### src/hdl/lsc_pkg.sv
`default_nettype none

package lsc_pkg;

    // ------------------------------------------------------------
    // Register map (byte addresses)
    // ------------------------------------------------------------
    localparam int unsigned ADDR_W        = 4;
    localparam logic [3:0]  OFF_ENABLES   = 4'h0;
    localparam logic [3:0]  OFF_STATUS    = 4'h4;
    localparam logic [3:0]  OFF_IRQ_STS   = 4'h8;
    localparam logic [3:0]  OFF_IRQ_MASK  = 4'hC;

    // ------------------------------------------------------------
    // Field positions
    // ------------------------------------------------------------
    localparam int unsigned NUM_SB        = 3;
    localparam int unsigned SB_PWR_EVT    = 2;
    localparam int unsigned SB_MGMT_IRQ   = 1;
    localparam int unsigned SB_CTRL_IRQ   = 0;
    localparam int unsigned ST_BUSY       = 7;
    localparam int unsigned ST_CLOCK_RESTART_REQUEST     = 6;
    localparam int unsigned ST_SERIAL_IRQ_BUSY     = 5;
    localparam int unsigned ST_SOFT_RST   = 4;
    localparam int unsigned NUM_EV        = 4;
    localparam int unsigned EV_BUSY       = 0;
    localparam int unsigned EV_CLOCK_RESTART_REQUEST     = 1;
    localparam int unsigned EV_FRAME      = 2;
    localparam int unsigned EV_HW_RST     = 3;

    // ------------------------------------------------------------
    // Reset values
    // ------------------------------------------------------------
    localparam logic [2:0]  SB_EN_RST     = 3'h0;
    localparam logic [2:0]  SB_LVL_RST    = 3'h0;
    localparam logic [3:0]  IRQ_RST       = 4'h0;
    localparam logic [1:0]  RESP_OKAY     = 2'h0;
    localparam logic [1:0]  RESP_SLVERR   = 2'h2;

    // ------------------------------------------------------------
    // Timing
    // ------------------------------------------------------------
    localparam int unsigned CLK_PERIOD_NS = 50;
    localparam int unsigned LCLK_STOP_NS  = 1000;
    localparam int unsigned LCLK_STOP_CYC = (LCLK_STOP_NS + CLK_PERIOD_NS - 1) / CLK_PERIOD_NS;
    localparam int unsigned STOP_CNT_W    = 5;

endpackage : lsc_pkg

`default_nettype wire

### src/hdl/lsc_sideband.sv
`timescale 1ns/1ns
`default_nettype none

module lsc_sideband (
    // Clock and reset
    input  wire logic                     aclk,
    input  wire logic                     aresetn,
    // Control bits
    input  wire logic [lsc_pkg::NUM_SB-1:0] out_en,
    input  wire logic [lsc_pkg::NUM_SB-1:0] out_level,
    // Open-drain pins
    output var  logic [lsc_pkg::NUM_SB-1:0] pin_o,
    output var  logic [lsc_pkg::NUM_SB-1:0] pin_oe,
    output var  logic [lsc_pkg::NUM_SB-1:0] alt_sel
);

    // ------------------------------------------------------------
    // One open-drain channel per sideband pin
    // ------------------------------------------------------------
    genvar i;
    generate
        for (i = 0; i < lsc_pkg::NUM_SB; i++) begin : g_ch
            wire logic drive_low = out_en[i] & ~out_level[i];
            always_ff @(posedge aclk) begin
                if (!aresetn) begin
                    pin_o[i]   <= 1'b0;
                    pin_oe[i]  <= 1'b0;
                    alt_sel[i] <= 1'b1;
                end else begin
                    pin_o[i]   <= 1'b0;
                    pin_oe[i]  <= drive_low;
                    alt_sel[i] <= ~out_en[i];
                end
            end
        end
    endgenerate

endmodule : lsc_sideband

`default_nettype wire

### src/hdl/lsc_sync3.sv
`timescale 1ns/1ns
`default_nettype none

module lsc_sync3 #(
    parameter int unsigned W = 3
) (
    // Clock and reset
    input  wire logic         aclk,
    input  wire logic         aresetn,
    // Raw and filtered levels
    input  wire logic [W-1:0] raw,
    output var  logic [W-1:0] clean
);

    // ------------------------------------------------------------
    // Three stages; a change counts once stages two and three agree
    // ------------------------------------------------------------
    genvar i;
    generate
        for (i = 0; i < W; i++) begin : g_bit
            logic s1_r, s2_r, s3_r;
            always_ff @(posedge aclk) begin
                if (!aresetn) begin
                    s1_r     <= 1'b0;
                    s2_r     <= 1'b0;
                    s3_r     <= 1'b0;
                    clean[i] <= 1'b0;
                end else begin
                    s1_r <= raw[i];
                    s2_r <= s1_r;
                    s3_r <= s2_r;
                    if (s2_r == s3_r) clean[i] <= s3_r;
                end
            end
        end
    endgenerate

endmodule : lsc_sync3

`default_nettype wire

### src/hdl/lsc_top.sv
// Contract
// - Power-event pin: enable 0 gives alternate function; enable 1 drives low or floats.
// - Management-interrupt pin: enable 0 other function; enable 1 low or Hi-Z by level.
// - Control-interrupt pin: enable 0 other function; enable 1 low or floats by level.
// - Transfer-busy sets when cycle type and address match a processed cycle.
// - Transfer-busy reads 0 when idle, foreign cycle, or type/address unknown.
// - Transfer-busy clears on normal end or host abort of processed cycle.
// - Busy, clock-request, serial-busy flags clear on interface reset or shutdown.
// - Quiet mode, interrupt pending, link clock stopped: set clock-restart request.
// - Clock-restart request clears once no interrupts remain to send.
// - Serial-IRQ-busy sets at start of a serial IRQ frame.
// - Serial-IRQ-busy clears at end of the serial IRQ frame.
// - Soft reset sets only on writing 1 after reading 0; clears on 0 or hard reset.
`timescale 1ns/1ns
`default_nettype none

module lsc_top (
    // Clock and reset
    input  wire logic        aclk,
    input  wire logic        aresetn,
    // AXI4-Lite write address and data
    input  wire logic [3:0]  s_axi_awaddr,
    input  wire logic        s_axi_awvalid,
    output var  logic        s_axi_awready,
    input  wire logic [31:0] s_axi_wdata,
    input  wire logic [3:0]  s_axi_wstrb,
    input  wire logic        s_axi_wvalid,
    output var  logic        s_axi_wready,
    // AXI4-Lite write response
    output var  logic [1:0]  s_axi_bresp,
    output var  logic        s_axi_bvalid,
    input  wire logic        s_axi_bready,
    // AXI4-Lite read
    input  wire logic [3:0]  s_axi_araddr,
    input  wire logic        s_axi_arvalid,
    output var  logic        s_axi_arready,
    output var  logic [31:0] s_axi_rdata,
    output var  logic [1:0]  s_axi_rresp,
    output var  logic        s_axi_rvalid,
    input  wire logic        s_axi_rready,
    // LPC pins (asynchronous)
    input  wire logic        lclk_pin,
    input  wire logic        lreset_n_pin,
    input  wire logic        lpcpd_n_pin,
    // LPC engine events (aclk domain)
    input  wire logic        cyc_match,
    input  wire logic        cyc_done,
    input  wire logic        cyc_abort,
    input  wire logic        serirq_start,
    input  wire logic        serirq_end,
    input  wire logic        serirq_quiet,
    input  wire logic        irq_pending,
    // Sideband open-drain pins: [2] power event, [1] mgmt irq, [0] ctrl irq
    input  wire logic [2:0]  sb_pin_i,
    output var  logic [2:0]  sb_pin_o,
    output var  logic [2:0]  sb_pin_oe,
    output var  logic [2:0]  sb_alt_sel,
    // Status outputs
    output var  logic        clock_restart_request,
    output var  logic        soft_interface_reset,
    output var  logic        irq
);

    // ------------------------------------------------------------
    // Pin synchronisers and link clock watch
    // ------------------------------------------------------------
    logic [2:0]                       pins_s;
    logic                             lclk_prev_r;
    logic                             lreset_prev_r;
    logic [lsc_pkg::STOP_CNT_W-1:0]   stop_cnt_r;
    logic [lsc_pkg::STOP_CNT_W-1:0]   stop_cnt_nxt;

    lsc_sync3 #(.W(3)) u_sync (
        .aclk    (aclk),
        .aresetn (aresetn),
        .raw     ({lclk_pin, lreset_n_pin, lpcpd_n_pin}),
        .clean   (pins_s)
    );

    localparam logic [lsc_pkg::STOP_CNT_W-1:0] STOP_MAX =
        lsc_pkg::STOP_CNT_W'(lsc_pkg::LCLK_STOP_CYC);

    wire logic lclk_s       = pins_s[2];
    wire logic lreset_n_s   = pins_s[1];
    wire logic lpcpd_n_s    = pins_s[0];
    wire logic lclk_edge    = lclk_s ^ lclk_prev_r;
    wire logic lclk_stopped = (stop_cnt_r == STOP_MAX);
    wire logic hw_rst_fall  = lreset_prev_r & ~lreset_n_s;

    assign stop_cnt_nxt = lclk_edge    ? '0 :
                          lclk_stopped ? stop_cnt_r :
                                         stop_cnt_r + lsc_pkg::STOP_CNT_W'(1);

    always_ff @(posedge aclk) begin
        if (!aresetn) begin
            lclk_prev_r   <= 1'b0;
            lreset_prev_r <= 1'b0;
            stop_cnt_r    <= '0;
        end else begin
            lclk_prev_r   <= lclk_s;
            lreset_prev_r <= lreset_n_s;
            stop_cnt_r    <= stop_cnt_nxt;
        end
    end

    // ------------------------------------------------------------
    // AXI4-Lite handshakes
    // ------------------------------------------------------------
    logic       aw_held_r, w_held_r;
    logic [3:0] awaddr_r;
    logic [7:0] wbyte_r;
    logic       wlane_r;
    logic [3:0] araddr_r;

    wire logic aw_take     = s_axi_awvalid & s_axi_awready;
    wire logic w_take      = s_axi_wvalid & s_axi_wready;
    wire logic ar_take     = s_axi_arvalid & s_axi_arready;
    wire logic wr_fire     = aw_held_r & w_held_r & ~s_axi_bvalid;
    wire logic aw_held_nxt = (aw_held_r & ~wr_fire) | aw_take;
    wire logic w_held_nxt  = (w_held_r & ~wr_fire) | w_take;
    wire logic bvalid_nxt  = wr_fire | (s_axi_bvalid & ~s_axi_bready);
    wire logic rvalid_nxt  = ar_take | (s_axi_rvalid & ~s_axi_rready);

    // Narrow registers live in byte lane 0; other lanes are ignored
    wire logic wr_do     = wr_fire & wlane_r;
    wire logic wr_en_reg = wr_do & (awaddr_r == lsc_pkg::OFF_ENABLES);
    wire logic wr_st_reg = wr_do & (awaddr_r == lsc_pkg::OFF_STATUS);
    wire logic wr_is_reg = wr_do & (awaddr_r == lsc_pkg::OFF_IRQ_STS);
    wire logic wr_mk_reg = wr_do & (awaddr_r == lsc_pkg::OFF_IRQ_MASK);
    wire logic wr_mapped = (awaddr_r[1:0] == 2'h0);
    wire logic rd_mapped = (s_axi_araddr[1:0] == 2'h0);

    always_ff @(posedge aclk) begin
        if (!aresetn) begin
            aw_held_r     <= 1'b0;
            w_held_r      <= 1'b0;
            awaddr_r      <= 4'h0;
            wbyte_r       <= 8'h00;
            wlane_r       <= 1'b0;
            s_axi_awready <= 1'b0;
            s_axi_wready  <= 1'b0;
            s_axi_bvalid  <= 1'b0;
            s_axi_bresp   <= lsc_pkg::RESP_OKAY;
        end else begin
            aw_held_r     <= aw_held_nxt;
            w_held_r      <= w_held_nxt;
            s_axi_awready <= ~aw_held_nxt;
            s_axi_wready  <= ~w_held_nxt;
            s_axi_bvalid  <= bvalid_nxt;
            if (aw_take) awaddr_r <= s_axi_awaddr;
            if (w_take) begin
                wbyte_r <= s_axi_wdata[7:0];
                wlane_r <= s_axi_wstrb[0];
            end
            if (wr_fire) s_axi_bresp <= wr_mapped ? lsc_pkg::RESP_OKAY : lsc_pkg::RESP_SLVERR;
        end
    end

    // ------------------------------------------------------------
    // Control registers
    // ------------------------------------------------------------
    logic [2:0] sb_en_r, sb_lvl_r;
    logic       soft_rst_r, soft_arm_r;
    logic [3:0] irq_sts_r, irq_mask_r;
    logic       busy_r, clock_restart_request_r, serial_irq_busy_r;

    wire logic rd_status = ar_take & (s_axi_araddr == lsc_pkg::OFF_STATUS);
    // Interrupt output follows a mask write in the same cycle as the mask itself
    wire logic [3:0] irq_mask_nxt = wr_mk_reg ? wbyte_r[3:0] : irq_mask_r;
    wire logic soft_rst_nxt = ~lreset_n_s ? 1'b0 :
                              wr_st_reg   ? wbyte_r[lsc_pkg::ST_SOFT_RST] &
                                            (soft_rst_r | soft_arm_r) :
                                            soft_rst_r;
    wire logic soft_arm_nxt = ~lreset_n_s ? 1'b0 :
                              wr_st_reg   ? 1'b0 :
                              rd_status   ? ~soft_rst_r | soft_arm_r :
                                            soft_arm_r;

    always_ff @(posedge aclk) begin
        if (!aresetn) begin
            sb_en_r    <= lsc_pkg::SB_EN_RST;
            sb_lvl_r   <= lsc_pkg::SB_LVL_RST;
            soft_rst_r <= 1'b0;
            soft_arm_r <= 1'b0;
            irq_mask_r <= lsc_pkg::IRQ_RST;
        end else begin
            if (wr_en_reg) sb_en_r <= wbyte_r[2:0];
            if (wr_st_reg) sb_lvl_r <= wbyte_r[2:0];
            if (wr_mk_reg) irq_mask_r <= wbyte_r[3:0];
            soft_rst_r <= soft_rst_nxt;
            soft_arm_r <= soft_arm_nxt;
        end
    end

    // ------------------------------------------------------------
    // Interface activity flags
    // ------------------------------------------------------------
    // Software shutdown is handled elsewhere; only the pin shutdown is seen here
    wire logic lpc_rst = ~lreset_n_s | soft_rst_r | ~lpcpd_n_s;

    wire logic busy_nxt   = lpc_rst                 ? 1'b0 :
                            cyc_match               ? 1'b1 :
                            (cyc_done | cyc_abort)  ? 1'b0 :
                                                      busy_r;
    wire logic clock_restart_request_set = serirq_quiet & irq_pending & lclk_stopped;
    wire logic clock_restart_request_nxt = lpc_rst      ? 1'b0 :
                            clock_restart_request_set   ? 1'b1 :
                            ~irq_pending ? 1'b0 :
                                           clock_restart_request_r;
    wire logic serial_irq_busy_nxt = lpc_rst      ? 1'b0 :
                            serirq_start ? 1'b1 :
                            serirq_end   ? 1'b0 :
                                           serial_irq_busy_r;

    // Hardware events win over a simultaneous write-one-to-clear
    wire logic [3:0] ev = {hw_rst_fall, serirq_start & ~lpc_rst,
                           clock_restart_request_nxt & ~clock_restart_request_r, busy_nxt & ~busy_r};
    wire logic [3:0] w1c = wr_is_reg ? wbyte_r[3:0] : 4'h0;
    wire logic [3:0] irq_sts_nxt = (irq_sts_r & ~w1c) | ev;

    always_ff @(posedge aclk) begin
        if (!aresetn) begin
            busy_r    <= 1'b0;
            clock_restart_request_r  <= 1'b0;
            serial_irq_busy_r  <= 1'b0;
            irq_sts_r <= lsc_pkg::IRQ_RST;
            irq       <= 1'b0;
        end else begin
            busy_r    <= busy_nxt;
            clock_restart_request_r  <= clock_restart_request_nxt;
            serial_irq_busy_r  <= serial_irq_busy_nxt;
            irq_sts_r <= irq_sts_nxt;
            irq       <= |(irq_sts_nxt & irq_mask_nxt);
        end
    end

    assign clock_restart_request = clock_restart_request_r;
    assign soft_interface_reset  = soft_rst_r;

    // ------------------------------------------------------------
    // Read path
    // ------------------------------------------------------------
    wire logic [7:0] st_word = {busy_r, clock_restart_request_r, serial_irq_busy_r, soft_rst_r, 1'b0, sb_lvl_r};
    wire logic [7:0] rd_byte =
        (s_axi_araddr == lsc_pkg::OFF_ENABLES)  ? {5'h00, sb_en_r} :
        (s_axi_araddr == lsc_pkg::OFF_STATUS)   ? st_word :
        (s_axi_araddr == lsc_pkg::OFF_IRQ_STS)  ? {4'h0, irq_sts_r} :
        (s_axi_araddr == lsc_pkg::OFF_IRQ_MASK) ? {4'h0, irq_mask_r} : 8'h00;

    always_ff @(posedge aclk) begin
        if (!aresetn) begin
            s_axi_arready <= 1'b0;
            s_axi_rvalid  <= 1'b0;
            s_axi_rdata   <= 32'h0000_0000;
            s_axi_rresp   <= lsc_pkg::RESP_OKAY;
            araddr_r      <= 4'h0;
        end else begin
            s_axi_arready <= ~rvalid_nxt;
            s_axi_rvalid  <= rvalid_nxt;
            if (ar_take) begin
                araddr_r    <= s_axi_araddr;
                s_axi_rdata <= {24'h00_0000, rd_byte};
                s_axi_rresp <= rd_mapped ? lsc_pkg::RESP_OKAY : lsc_pkg::RESP_SLVERR;
            end
        end
    end

    // ------------------------------------------------------------
    // Sideband pin drivers
    // ------------------------------------------------------------
    lsc_sideband u_sb (
        .aclk      (aclk),
        .aresetn   (aresetn),
        .out_en    (sb_en_r),
        .out_level (sb_lvl_r),
        .pin_o     (sb_pin_o),
        .pin_oe    (sb_pin_oe),
        .alt_sel   (sb_alt_sel)
    );
endmodule : lsc_top

`default_nettype wire
### config.mk
export PLATFORM = sky130hd
export DESIGN_NAME = lsc_top
export DESIGN_NICKNAME = d
export VERILOG_FILES = /design/src/hdl/lsc_pkg.sv /design/src/hdl/lsc_sideband.sv /design/src/hdl/lsc_sync3.sv /design/src/hdl/lsc_top.sv
export SDC_FILE = /design/constraint.sdc
export NUM_CORES = 1
export LEC_CHECK = 0
export ABC_AREA = 1
export BUFFER_PORTS_ARGS = -buffer_cell sky130_fd_sc_hd__buf_4
export CORE_MARGIN = 2
export CORE_UTILIZATION = 45
export CTS_BUF_LIST = sky130_fd_sc_hd__clkbuf_8
export DETAILED_ROUTE_END_ITERATION = 6
export GPL_TIMING_DRIVEN = 0
export PLACE_DENSITY = 0.79
export RECOVER_POWER = 50
export SETUP_SLACK_MARGIN = 0.3
export SLEW_MARGIN = 20
export SYNTH_ARGS = -nofsm -noshare
export SYNTH_HDL_FRONTEND = slang
export SYNTH_SLANG_ARGS = --single-unit
### constraint.sdc
create_clock -name aclk -period 1.2 [get_ports aclk]
set_input_delay 0 -clock aclk [delete_from_list [all_inputs] [get_ports aclk]]
set_output_delay 0 -clock aclk [all_outputs]
set_load 0.005 [all_outputs]
Yosys cells after proc, flatten, opt, wreduce, memory -nomap -nowiden
Cells that the tools add are included.
{"block": "classes", "addsub": 1, "eq_ne": 10, "mux": 16, "n_bitwise": 59, "reduce_logical": 10}
{"operator": "$and A1 B1 Y1", "count": 25}
{"operator": "$not A1 Y1", "count": 20}
{"operator": "$eq A4 B4 Y1 const B", "count": 4}
{"operator": "$mux W4", "count": 4}
{"operator": "$mux W8", "count": 2}
{"operator": "$or A1 B1 Y1", "count": 9}
{"operator": "$and A4 B4 Y4", "count": 2}
{"operator": "$eq A4 B3 Y1 const B", "count": 2}
{"operator": "$logic_not A4 Y1", "count": 2}
{"operator": "$mux W1", "count": 8}
{"operator": "$add A5 B1 Y5 const B", "count": 1}
{"operator": "$eq A5 B5 Y1 const B", "count": 1}
{"operator": "$logic_not A2 Y1", "count": 2}
{"operator": "$mux W2", "count": 2}
{"operator": "$not A4 Y4", "count": 1}
{"operator": "$or A4 B4 Y4", "count": 1}
{"operator": "$reduce_or A2 Y1", "count": 2}
{"operator": "$reduce_or A4 Y1", "count": 1}
{"operator": "$eq A1 B1 Y1", "count": 3}
{"operator": "$reduce_or A3 Y1", "count": 1}
{"operator": "$reduce_and A2 Y1", "count": 1}
{"operator": "$reduce_bool A2 Y1", "count": 1}
{"operator": "$xor A1 B1 Y1", "count": 1}
{"block": "word_totals", "ff_bits": 74, "output_inout_bits": 53, "elab_cells": 140}

Longest topological paths before layout
Gate-level depths: netlist of run 1.
{"block": "depth", "ltp_word": 10, "mapped_depth": 10, "depth_no_buf": 10}

Modules after synthesis
From an unflattened synthesis of run 1, not the netlist that was laid out.
{"block": "hier_totals", "hier_cells": 372, "area_unflattened_um2": 2945.3}
{"mod": "lsc_top", "instances": 1, "cells_each": 316, "area_each_um2": 2409.8, "seq_area_each_um2": 1081.0}
{"mod": "lsc_sync3", "instances": 1, "cells_each": 40, "area_each_um2": 366.6, "seq_area_each_um2": 240.2}
{"mod": "lsc_sideband", "instances": 1, "cells_each": 16, "area_each_um2": 168.9, "seq_area_each_um2": 120.1}

Worst setup path before layout of run 1
Ideal clock, no wire load.
{"block": "synth_path", "kind": "reg-to-reg", "from": "reg stop_cnt_r[0] (netlist bit)", "to": "reg irq", "setup_ps": 128, "arrival_ps": 1112, "required_time_ps": 1072, "slack_ps": -40, "stages_incl_launch_ff": 11, "path_buffers": 0, "path_cell_list": "dfxtp_1 > inv_1 > ha_1 > nand4_1 > nor2_1 > nand3_1 > nand2_1 > nand2_1 > nand2_1 > nor2_1 > nor2_1"}
{"block": "synth_between", "elab_chain_cells": 8}
{"item": "from (decl)", "line": "lsc_top.sv:70", "rtl": "logic [lsc_pkg::STOP_CNT_W-1:0] stop_cnt_r;"}
{"item": "from (signal assigned)", "line": "lsc_top.sv:102", "rtl": "stop_cnt_r <= stop_cnt_nxt;"}
{"item": "$eq A5 B5 Y1", "line": "lsc_top.sv:87", "rtl": "wire logic lclk_stopped = (stop_cnt_r == STOP_MAX);"}
{"item": "$and A1 B1 Y1", "line": "lsc_top.sv:205", "rtl": "wire logic clock_restart_request_set = serirq_quiet & irq_pending & lclk_stopped;"}
{"item": "$mux W1", "line": "lsc_top.sv:207", "rtl": "clock_restart_request_set ? 1'b1 :"}
{"item": "$mux W1", "line": "lsc_top.sv:206", "rtl": "wire logic clock_restart_request_nxt = lpc_rst ? 1'b0 :"}
{"item": "$and A1 B1 Y1", "line": "lsc_top.sv:217", "rtl": "clock_restart_request_nxt & ~clock_restart_request_r, busy_nxt & ~busy_r};"}
{"item": "$or A4 B4 Y4", "line": "lsc_top.sv:219", "rtl": "wire logic [3:0] irq_sts_nxt = (irq_sts_r & ~w1c) | ev;"}
{"item": "$and A4 B4 Y4", "line": "lsc_top.sv:233", "rtl": "irq <= |(irq_sts_nxt & irq_mask_nxt);"}
{"item": "$reduce_or A4 Y1", "line": "lsc_top.sv:233"}
{"item": "to (signal assigned)", "line": "lsc_top.sv:233"}
{"item": "to (decl)", "line": "lsc_top.sv:61", "rtl": "output var logic irq"}
No other way between the ends.
A chain may end at the register's enable or synchronous reset.

Final worst setup path of run 1
{"block": "layout_path", "from": "reg awaddr_r[2]", "to": "reg irq"}
{"block": "layout_between", "elab_chain_cells": 8, "word_cells_on_any_way": 11}
{"item": "from (decl)", "line": "lsc_top.sv:110", "rtl": "logic [3:0] awaddr_r;"}
{"item": "from (signal assigned)", "line": "lsc_top.sv:150", "rtl": "if (aw_take) awaddr_r <= s_axi_awaddr;"}
{"item": "$eq A4 B4 Y1", "line": "lsc_top.sv:128", "rtl": "wire logic wr_is_reg = wr_do & (awaddr_r == lsc_pkg::OFF_IRQ_STS);"}
{"item": "$and A1 B1 Y1", "line": "lsc_top.sv:128"}
{"item": "$mux W4", "line": "lsc_top.sv:218", "rtl": "wire logic [3:0] w1c = wr_is_reg ? wbyte_r[3:0] : 4'h0;"}
{"item": "$not A4 Y4", "line": "lsc_top.sv:219"}
{"item": "$and A4 B4 Y4", "line": "lsc_top.sv:219"}
{"item": "$or A4 B4 Y4", "line": "lsc_top.sv:219"}
{"item": "$and A4 B4 Y4 *", "line": "lsc_top.sv:233"}
{"item": "$reduce_or A4 Y1 *", "line": "lsc_top.sv:233"}
Mark *: on every way between the ends. The rest lies on a longest branch, timed or not.

==> summary.txt, run 1 <==
Timing
  – Worst slew pin tran: 0.579 ns
  – Clock period minus worst slack: 1.41 ns
  – Slew Viols, Final: 0
  – Hold_ws: -0.00980 ns
  – Fin. Hold Viols: 3
  – Slew headroom: 0.614
  – Finish-stage setup viols: 18
  – Fmax: 710 MHz
  – Final setup margin: -0.209 ns
  – Final period util: 1.17
  – RSZ-0062 raised after global routing: true
  – Clock Skews: 0.0114 ns

Placed design
  – Inst Count DP: 540
  – DP HPWL: 4.75 mm
  – Gpl congestion: 0.845
  – IO Port Bufs: 53
  – Worst slack at placement: -0.267 ns

Synth
  – Register area share after synthesis: 0.490
  – Synthesized flop and latch total: 72
  – Mapped Cells: 382
  – Leading area contributor after synthesis: dfxtp_1
  – Syn. warnings: 0
  – Mean post-synth cell area: 7.69 sq um
  – Post-Syn Area: 2940 sq um
  – Yosys cell types: 31
  – Area contributors post-synth: dfxtp_1 (49%), nand2_1 (7.9%), inv_1 (7.7%)
  – Yosys top cell area share: 0.490

Floorplan
  – Initial cell density of the core: 0.463
  – Die Ht: 84.8 um
  – Row count: 29
  – Die width: 84.8 um
  – Core box area: 6350 sq um
  – Die ar.: 7190 sq um
  – IO Pins: 117

Critical path
  – CP Launch Type: flip-flop
  – Worst-path fanout max: 4
  – Crit Path Category: reg -> reg
  – Reg2reg setup slack: -0.21 ns
  – Crit. End Element: flip-flop
  – Data required time of the critical path: 1.43 ns
  – Worst path arrival time: 1.64 ns

Hold path
  – Min-delay worst type: in -> reg

Pwr
  – P per Cell Area: 1180 nW/um^2
  – Static leakage: 0.00215 uW
  – Tot Pwr: 5300 uW
  – Peak VDD IR: 1.01 mV

Clock tree
  – Clock sinks: 72
  – Num CTS Buffers: 9
  – Clock slew at reported path FFs: 0.08 ns
  – Clock Path Buffers: 2
  – Clock latency on the worst-skew pair: 0.36 ns
  – H-tree levels: 3
  – CTS tree: yes
  – Clk root buf: clkbuf_8

Global routing
  – Largest net degree at the start of global routing: 14
  – Grt ovf: 0
  – Initial antenna violation count: 0
  – Vias in the first global route: 2560
  – GRT Overall Usage: 0.206
  – First-pass GRT wire length: 11.6 mm

Finish
  – ANT cells: 0
  – NumNets Final: 582
  – Final non-filler cell total: 598
  – Syn-to-layout area delta: 53.3%
  – Commonest non-fill, non-tap cells in the layout: buf_4 (77), dfxtp_1 (62), inv_1 (51)
  – Layout cells sized above 1: 0.388
  – Fin util: 0.710
  – Most common cell after layout, fill and taps aside: buf_4

Routing
  – Final routed DRC violation total: 0
  – Vias: 2774
  – WL final: 7.76 mm
  – First-pass iteration count of the detailed router: 5
  – Post-route ant nets: 0
  – Wire per inst: 13.0 um
  – Detailed Route Iter0 Violations: 103
  – Vias/cell: 4.64

Outcome
  – Outcome: complete, but fails checks
  – Failing checks: negative hold slack, negative setup slack

Flow run
  – Max-cap viol count: 0
## kinds of logic (layout without fill, tap and decap cells)
group,after synthesis,after routing,synth area share
AO/OA/AOI/OAI,71,71,0.129
XOR/XNOR,2,2,0.00596
adder cells (fa/ha/maj),2,2,0.00851
buffers and inverters,97,208,0.161
flip-flops,72,72,0.490
other,1,29,0.00128
AND/OR/NAND/NOR,137,137,0.204
## synth_stat cells, drive strengths merged
| library cell | instances |
|---|---|
| a211oi | 4 |
| a21oi | 33 |
| buf | 31 |
| clkbuf | 4 |
| clkinv | 1 |
| conb | 1 |
| dfxtp | 72 |
| ha | 2 |
| inv | 61 |
| nand2 | 62 |
| nand3 | 14 |
| nand3b | 1 |
| nand4 | 3 |
| nor2 | 50 |
| nor3 | 6 |
| o211ai | 1 |
| o21ai | 27 |
| o21bai | 2 |
| o22ai | 4 |
| or2 | 1 |
| xnor2 | 1 |
| xor2 | 1 |
## routing by layer
metal	part of all wire	routed length (um)	vias to the layer above	GRT usage
met2	0.50	3870	88	0.344
met5	0	0	-	0
li1	-	-	1418	-
met4	0.027	206	0	0.0924
met3	0.053	413	19	0.0457
met1	0.42	3260	1249	0.254
## layout make-up
cell class,instances,area [sq um]
fillers,481,1840
plain buffers,35,241
inverters,62,250
clock inverters,7,96.3
repair inverters,1,16.3
repair buffers,94,811
well taps,77,96.3
flip-flops and latches,72,1460
multi-input cells,241,1410
clock buffers,9,124
## stage by stage
step	setup TNS, ns	instance area, sq um
finish	-1.02	4510
global route	-2.62	4510
CTS	-0.622	4220
detailed placement	-1.27	3580
global placement	-0.921	3580
floorplan	0	3090
## power breakdown
part,internal [uW],leakage [uW],total (uW),switching (uW)
Clock,1170,0.000113,2120,952
Sequential,2460,0.000590,2530,69.5
Combinational,337,0.00145,638,301
## sequential cells by signal (all words and copies together), names as in the netlist, 4 cells and up
name,count
s_axi_rdata,8
stop_cnt_r,5
wbyte_r,5
awaddr_r,4
irq_mask_r,4
irq_sts_r,4
## critical path, cell delays in order (launching register included)
cell,delay (ns)
dfxtp_1,0.34
inv_1,0.09
nand2_1,0.09
nor2_4,0.17
nand3_1,0.12
nand2_1,0.12
nand2_1,0.09
nand2_1,0.09
nand2_1,0.05
nor2_1,0.07
nor2_1,0.04
## repair_timing
item                       CTS  global route
pin swaps                   25            19
setup endpoints to repair   42            50
hold buffers                20             2
hold endpoints to repair    26             3
gates cloned                 1             0
gates resized for setup     42            63
buffers inserted            11             8
## final timing paths
check,end,start,cells past startpoint
max,irq,awaddr_r[2],10
min,lreset_prev_r,aresetn,3
max reg2reg,irq,awaddr_r[2],10
min reg2reg,u_sync.g_bit[1].s2_r,u_sync.g_bit[1].s1_r,2
(Power assumes the default switching activity.)
==> inputs of run 2 (changes only) <==
--- a/config.mk
+++ b/config.mk
@@ -6,11 +6,11 @@
 export NUM_CORES = 1
 export LEC_CHECK = 0
 export ABC_AREA = 1
-export BUFFER_PORTS_ARGS = -buffer_cell sky130_fd_sc_hd__buf_4
 export CORE_MARGIN = 2
-export CORE_UTILIZATION = 45
+export CORE_UTILIZATION = 59
 export CTS_BUF_LIST = sky130_fd_sc_hd__clkbuf_8
 export DETAILED_ROUTE_END_ITERATION = 6
+export DONT_BUFFER_PORTS = 1
 export GPL_TIMING_DRIVEN = 0
 export PLACE_DENSITY = 0.79
 export RECOVER_POWER = 50
==> run 2 against run 1 <==
The run still ends with negative hold slack, negative setup slack left. Final area shrank 5.2%. Flip-flop and latch count stayed put. Sequential power barely moved. Cell count is 9.0% lower. Via count increased by 9.3%. Hold slack got worse by 0.020 ns. Combinational power down 6.1%. Clock power fell by 4%. Maximum frequency fell by 12%. Sequential share of layout area rose by 2.0 points.
==> summary.txt, run 2 (same netlist as run 1, synthesis figures left out) <==
Floorplan
  – Die width: 74.6 um (was 84.8 um)
  – Row count: 25 (was 29)
  – Initial cell density of the core: 0.618 (was 0.463)
  – Die Ht: 74.6 um (was 84.8 um)
  – IO Pins: 117 (unchanged)
  – Core box area: 4750 sq um (was 6350 sq um)
  – Die ar.: 5560 sq um (was 7190 sq um)

Critical path
  – Max stage delay on crit path: 0.40 ns (was 0.34 ns)
  – Crit. End Element: flip-flop (unchanged)
  – CP most frequent cell: nand2_1 (unchanged)
  – Worst path arrival time: 1.89 ns (was 1.64 ns)
  – Worst-path fanout max: 5 (was 4)
  – Crit path cell chain: nand4_1 -> nor2_4 -> nand2_2 -> nand2_1 -> nand2_1 -> nand2_1 -> nor2_1 -> nor2_1 (was inv_1 -> nand2_1 -> nor2_4 -> nand3_1 -> nand2_1 -> nand2_1 -> nand2_1 -> nand2_1 -> nor2_1 -> nor2_1)
  – Data required time of the critical path: 1.50 ns (was 1.43 ns)
  – Crit-path slowest cell: dfxtp_2 (was dfxtp_1)
  – Crit Path Category: reg -> reg (unchanged)
  – Reg2reg setup slack: -0.39 ns (was -0.21 ns)
  – CP Launch Type: flip-flop (unchanged)

Pwr
  – P per Cell Area: 1210 nW/um^2 (was 1180 nW/um^2)
  – Clock share of power: 0.393 (was 0.401)
  – Static leakage: 0.00197 uW (was 0.00215 uW)
  – Net Sw Power: 1370 uW (was 1320 uW)
  – Logic pwr share: 0.116 (was 0.120)
  – Int Pwr: 3810 uW (was 3970 uW)
  – Sw Share: 0.264 (was 0.250)
  – Sequential Power Share: 0.492 (was 0.478)
  – Peak VDD IR: 1.08 mV (was 1.01 mV)

Placed design
  – Area after DPL: 3170 sq um (was 3580 sq um)
  – Worst slack at placement: -0.311 ns (was -0.267 ns)
  – Gpl congestion: 0.876 (was 0.845)
  – IO Port Bufs: 0 (was 53)
  – DP HPWL: 4.42 mm (was 4.75 mm)

Global routing
  – Initial antenna violation count: 0 (unchanged)
  – GRT Overall Usage: 0.287 (was 0.206)
  – Grt ovf: 0 (unchanged)
  – First-pass GRT wire length: 11.8 mm (was 11.6 mm)
  – Vias in the first global route: 2666 (was 2560)
  – Largest net degree at the start of global routing: 13 (was 14)

Timing
  – Finish-stage setup viols: 17 (was 18)
  – Fin. Hold Viols: 2 (was 3)
  – RSZ-0062 raised after global routing: true (unchanged)
  – Slew Viols, Final: 0 (unchanged)
  – Hold_ws: -0.0301 ns (was -0.00980 ns)
  – Clock period minus worst slack: 1.59 ns (was 1.41 ns)
  – Worst slew pin tran: 0.631 ns (was 0.579 ns)
  – Final setup margin: -0.395 ns (was -0.209 ns)
  – Slew headroom: 0.579 (was 0.614)
  – Fmax: 627 MHz (was 710 MHz)
  – Clock Skews: 0.0133 ns (was 0.0114 ns)
  – Final period util: 1.33 (was 1.17)

Routing
  – WL final: 10.2 mm (was 7.76 mm)
  – Final routed DRC violation total: 0 (unchanged)
  – Detailed Route Iter0 Violations: 368 (was 103)
  – Wire per inst: 18.8 um (was 13.0 um)
  – Vias: 3031 (was 2774)
  – Post-route ant nets: 0 (unchanged)
  – First-pass iteration count of the detailed router: 7 (was 5)
  – Vias/cell: 5.57 (was 4.64)

Finish
  – ANT cells: 0 (unchanged)
  – Most flops, register: s_axi_rdata (unchanged)
  – Flip-flop count of the largest register after layout: 8 (unchanged)
  – Syn-to-layout area delta: 45.3% (was 53.3%)
  – Top flop regs: s_axi_rdata (8), stop_cnt_r (5), wbyte_r (5) (unchanged)
  – Most common cell after layout, fill and taps aside: dfxtp_1 (was buf_4)
  – Fin area: 4270 sq um (was 4510 sq um)
  – NumNets Final: 538 (was 582)
  – Commonest non-fill, non-tap cells in the layout: dfxtp_1 (60), inv_1 (47), nand2_1 (42) (was buf_4 (77), dfxtp_1 (62), inv_1 (51))
  – Layout cells sized above 1: 0.356 (was 0.388)
  – Fillers: 205 (was 481)

Clock tree
  – Clock Path Buffers: 2 (unchanged)
  – Clock latency on the worst-skew pair: 0.37 ns (was 0.36 ns)
  – Clock sinks: 72 (unchanged)
  – Num CTS Buffers: 9 (unchanged)
  – Clk root buf: clkbuf_8 (unchanged)
  – CTS tree: yes (unchanged)
  – Clock slew at reported path FFs: 0.08 ns (about the same)
  – H-tree levels: 3 (unchanged)

Hold path
  – Min-delay worst type: in -> reg (unchanged)

Outcome
  – Failing checks: negative hold slack, negative setup slack (unchanged)
  – Outcome: complete, but fails checks (unchanged)

Flow run
  – Max-cap viol count: 0 (unchanged)
==> run 2: cell types whose count changed in the layout (fill, tap and decap cells not counted), sizes merged <==
cell | previous run | this run
bufinv | 2 | 1
dlygate4sd3 | 22 | 28
inv | 62 | 61
buf | 90 | 53
clkinv | 6 | 4
clkbuf | 26 | 15
clkinvlp | 0 | 2
==> run 2: timing repair <==
action	4_1_cts	5_1_grt
resized for setup	54	83
buffers inserted	13	9
cloned	1	0
setup endpoints to repair	42	52
hold buffers	26	2
pin swaps	21	22
hold endpoints to repair	34	6
==> run 2: final timing paths <==
check / to / cells after the start / from
worst max register to register: irq / 8 / aw_held_r
worst max-delay path: irq / 8 / aw_held_r
worst min register to register: u_sync.g_bit[0].s2_r / 2 / u_sync.g_bit[0].s1_r
worst min-delay path: s_axi_rdata[7] / 5 / s_axi_araddr[3]
==> run 2: worst max-delay path: cells and delay by family, from the launching register on <==
family | cells | cell delay (ns)
flip-flops | 1 | 0.40
AND/OR/NAND/NOR | 8 | 1.14
==> run 2: layer usage <==
metal	track usage	up-vias	routed length, um
met2	0.512	249	4960
met3	0.0989	78	1160
met4	0.131	0	667
li1	-	1326	-
met5	0	-	0
met1	0.302	1378	3450
==> run 2: cell type report <==
| class | count | area, sq um | share of cell area |
|---|---|---|---|
| multi-input cells | 241 | 1500 | 0.352 |
| well taps | 67 | 83.8 | 0.0196 |
| flip-flops and latches | 72 | 1460 | 0.343 |
| clock inverters | 5 | 55.1 | 0.0129 |
| repair inverters | 1 | 11.3 | 0.00264 |
| repair buffers | 50 | 495 | 0.116 |
| plain buffers | 35 | 241 | 0.0565 |
| clock buffers | 11 | 151 | 0.0355 |
| inverters | 62 | 265 | 0.0621 |
==> run 2: power by group through the flow <==
stage | logic, uW | registers (uW) | clock network (uW)
after floorplan | 275 | 2570 | 0
after global placement | 311 | 2580 | 0
after detailed placement | 321 | 2580 | 0
after CTS | 459 | 2530 | 1980
after global routing | 636 | 2550 | 2120
final | 599 | 2550 | 2030
==> run 2: metrics by stage <==
step,std cells,TNS [ns],hold slack (ns),power (uW),utilization
final,544,-2.03,-0.0301,5180,0.898
after detailed placement,477,-1.37,0.103,2900,0.667
after global routing,544,-2.94,-0.0211,5310,0.898
after global placement,477,-1.01,0.100,2890,0.667
after floorplan,410,0,0.0976,2840,-
after CTS,533,-0.854,-0.0489,4970,0.823
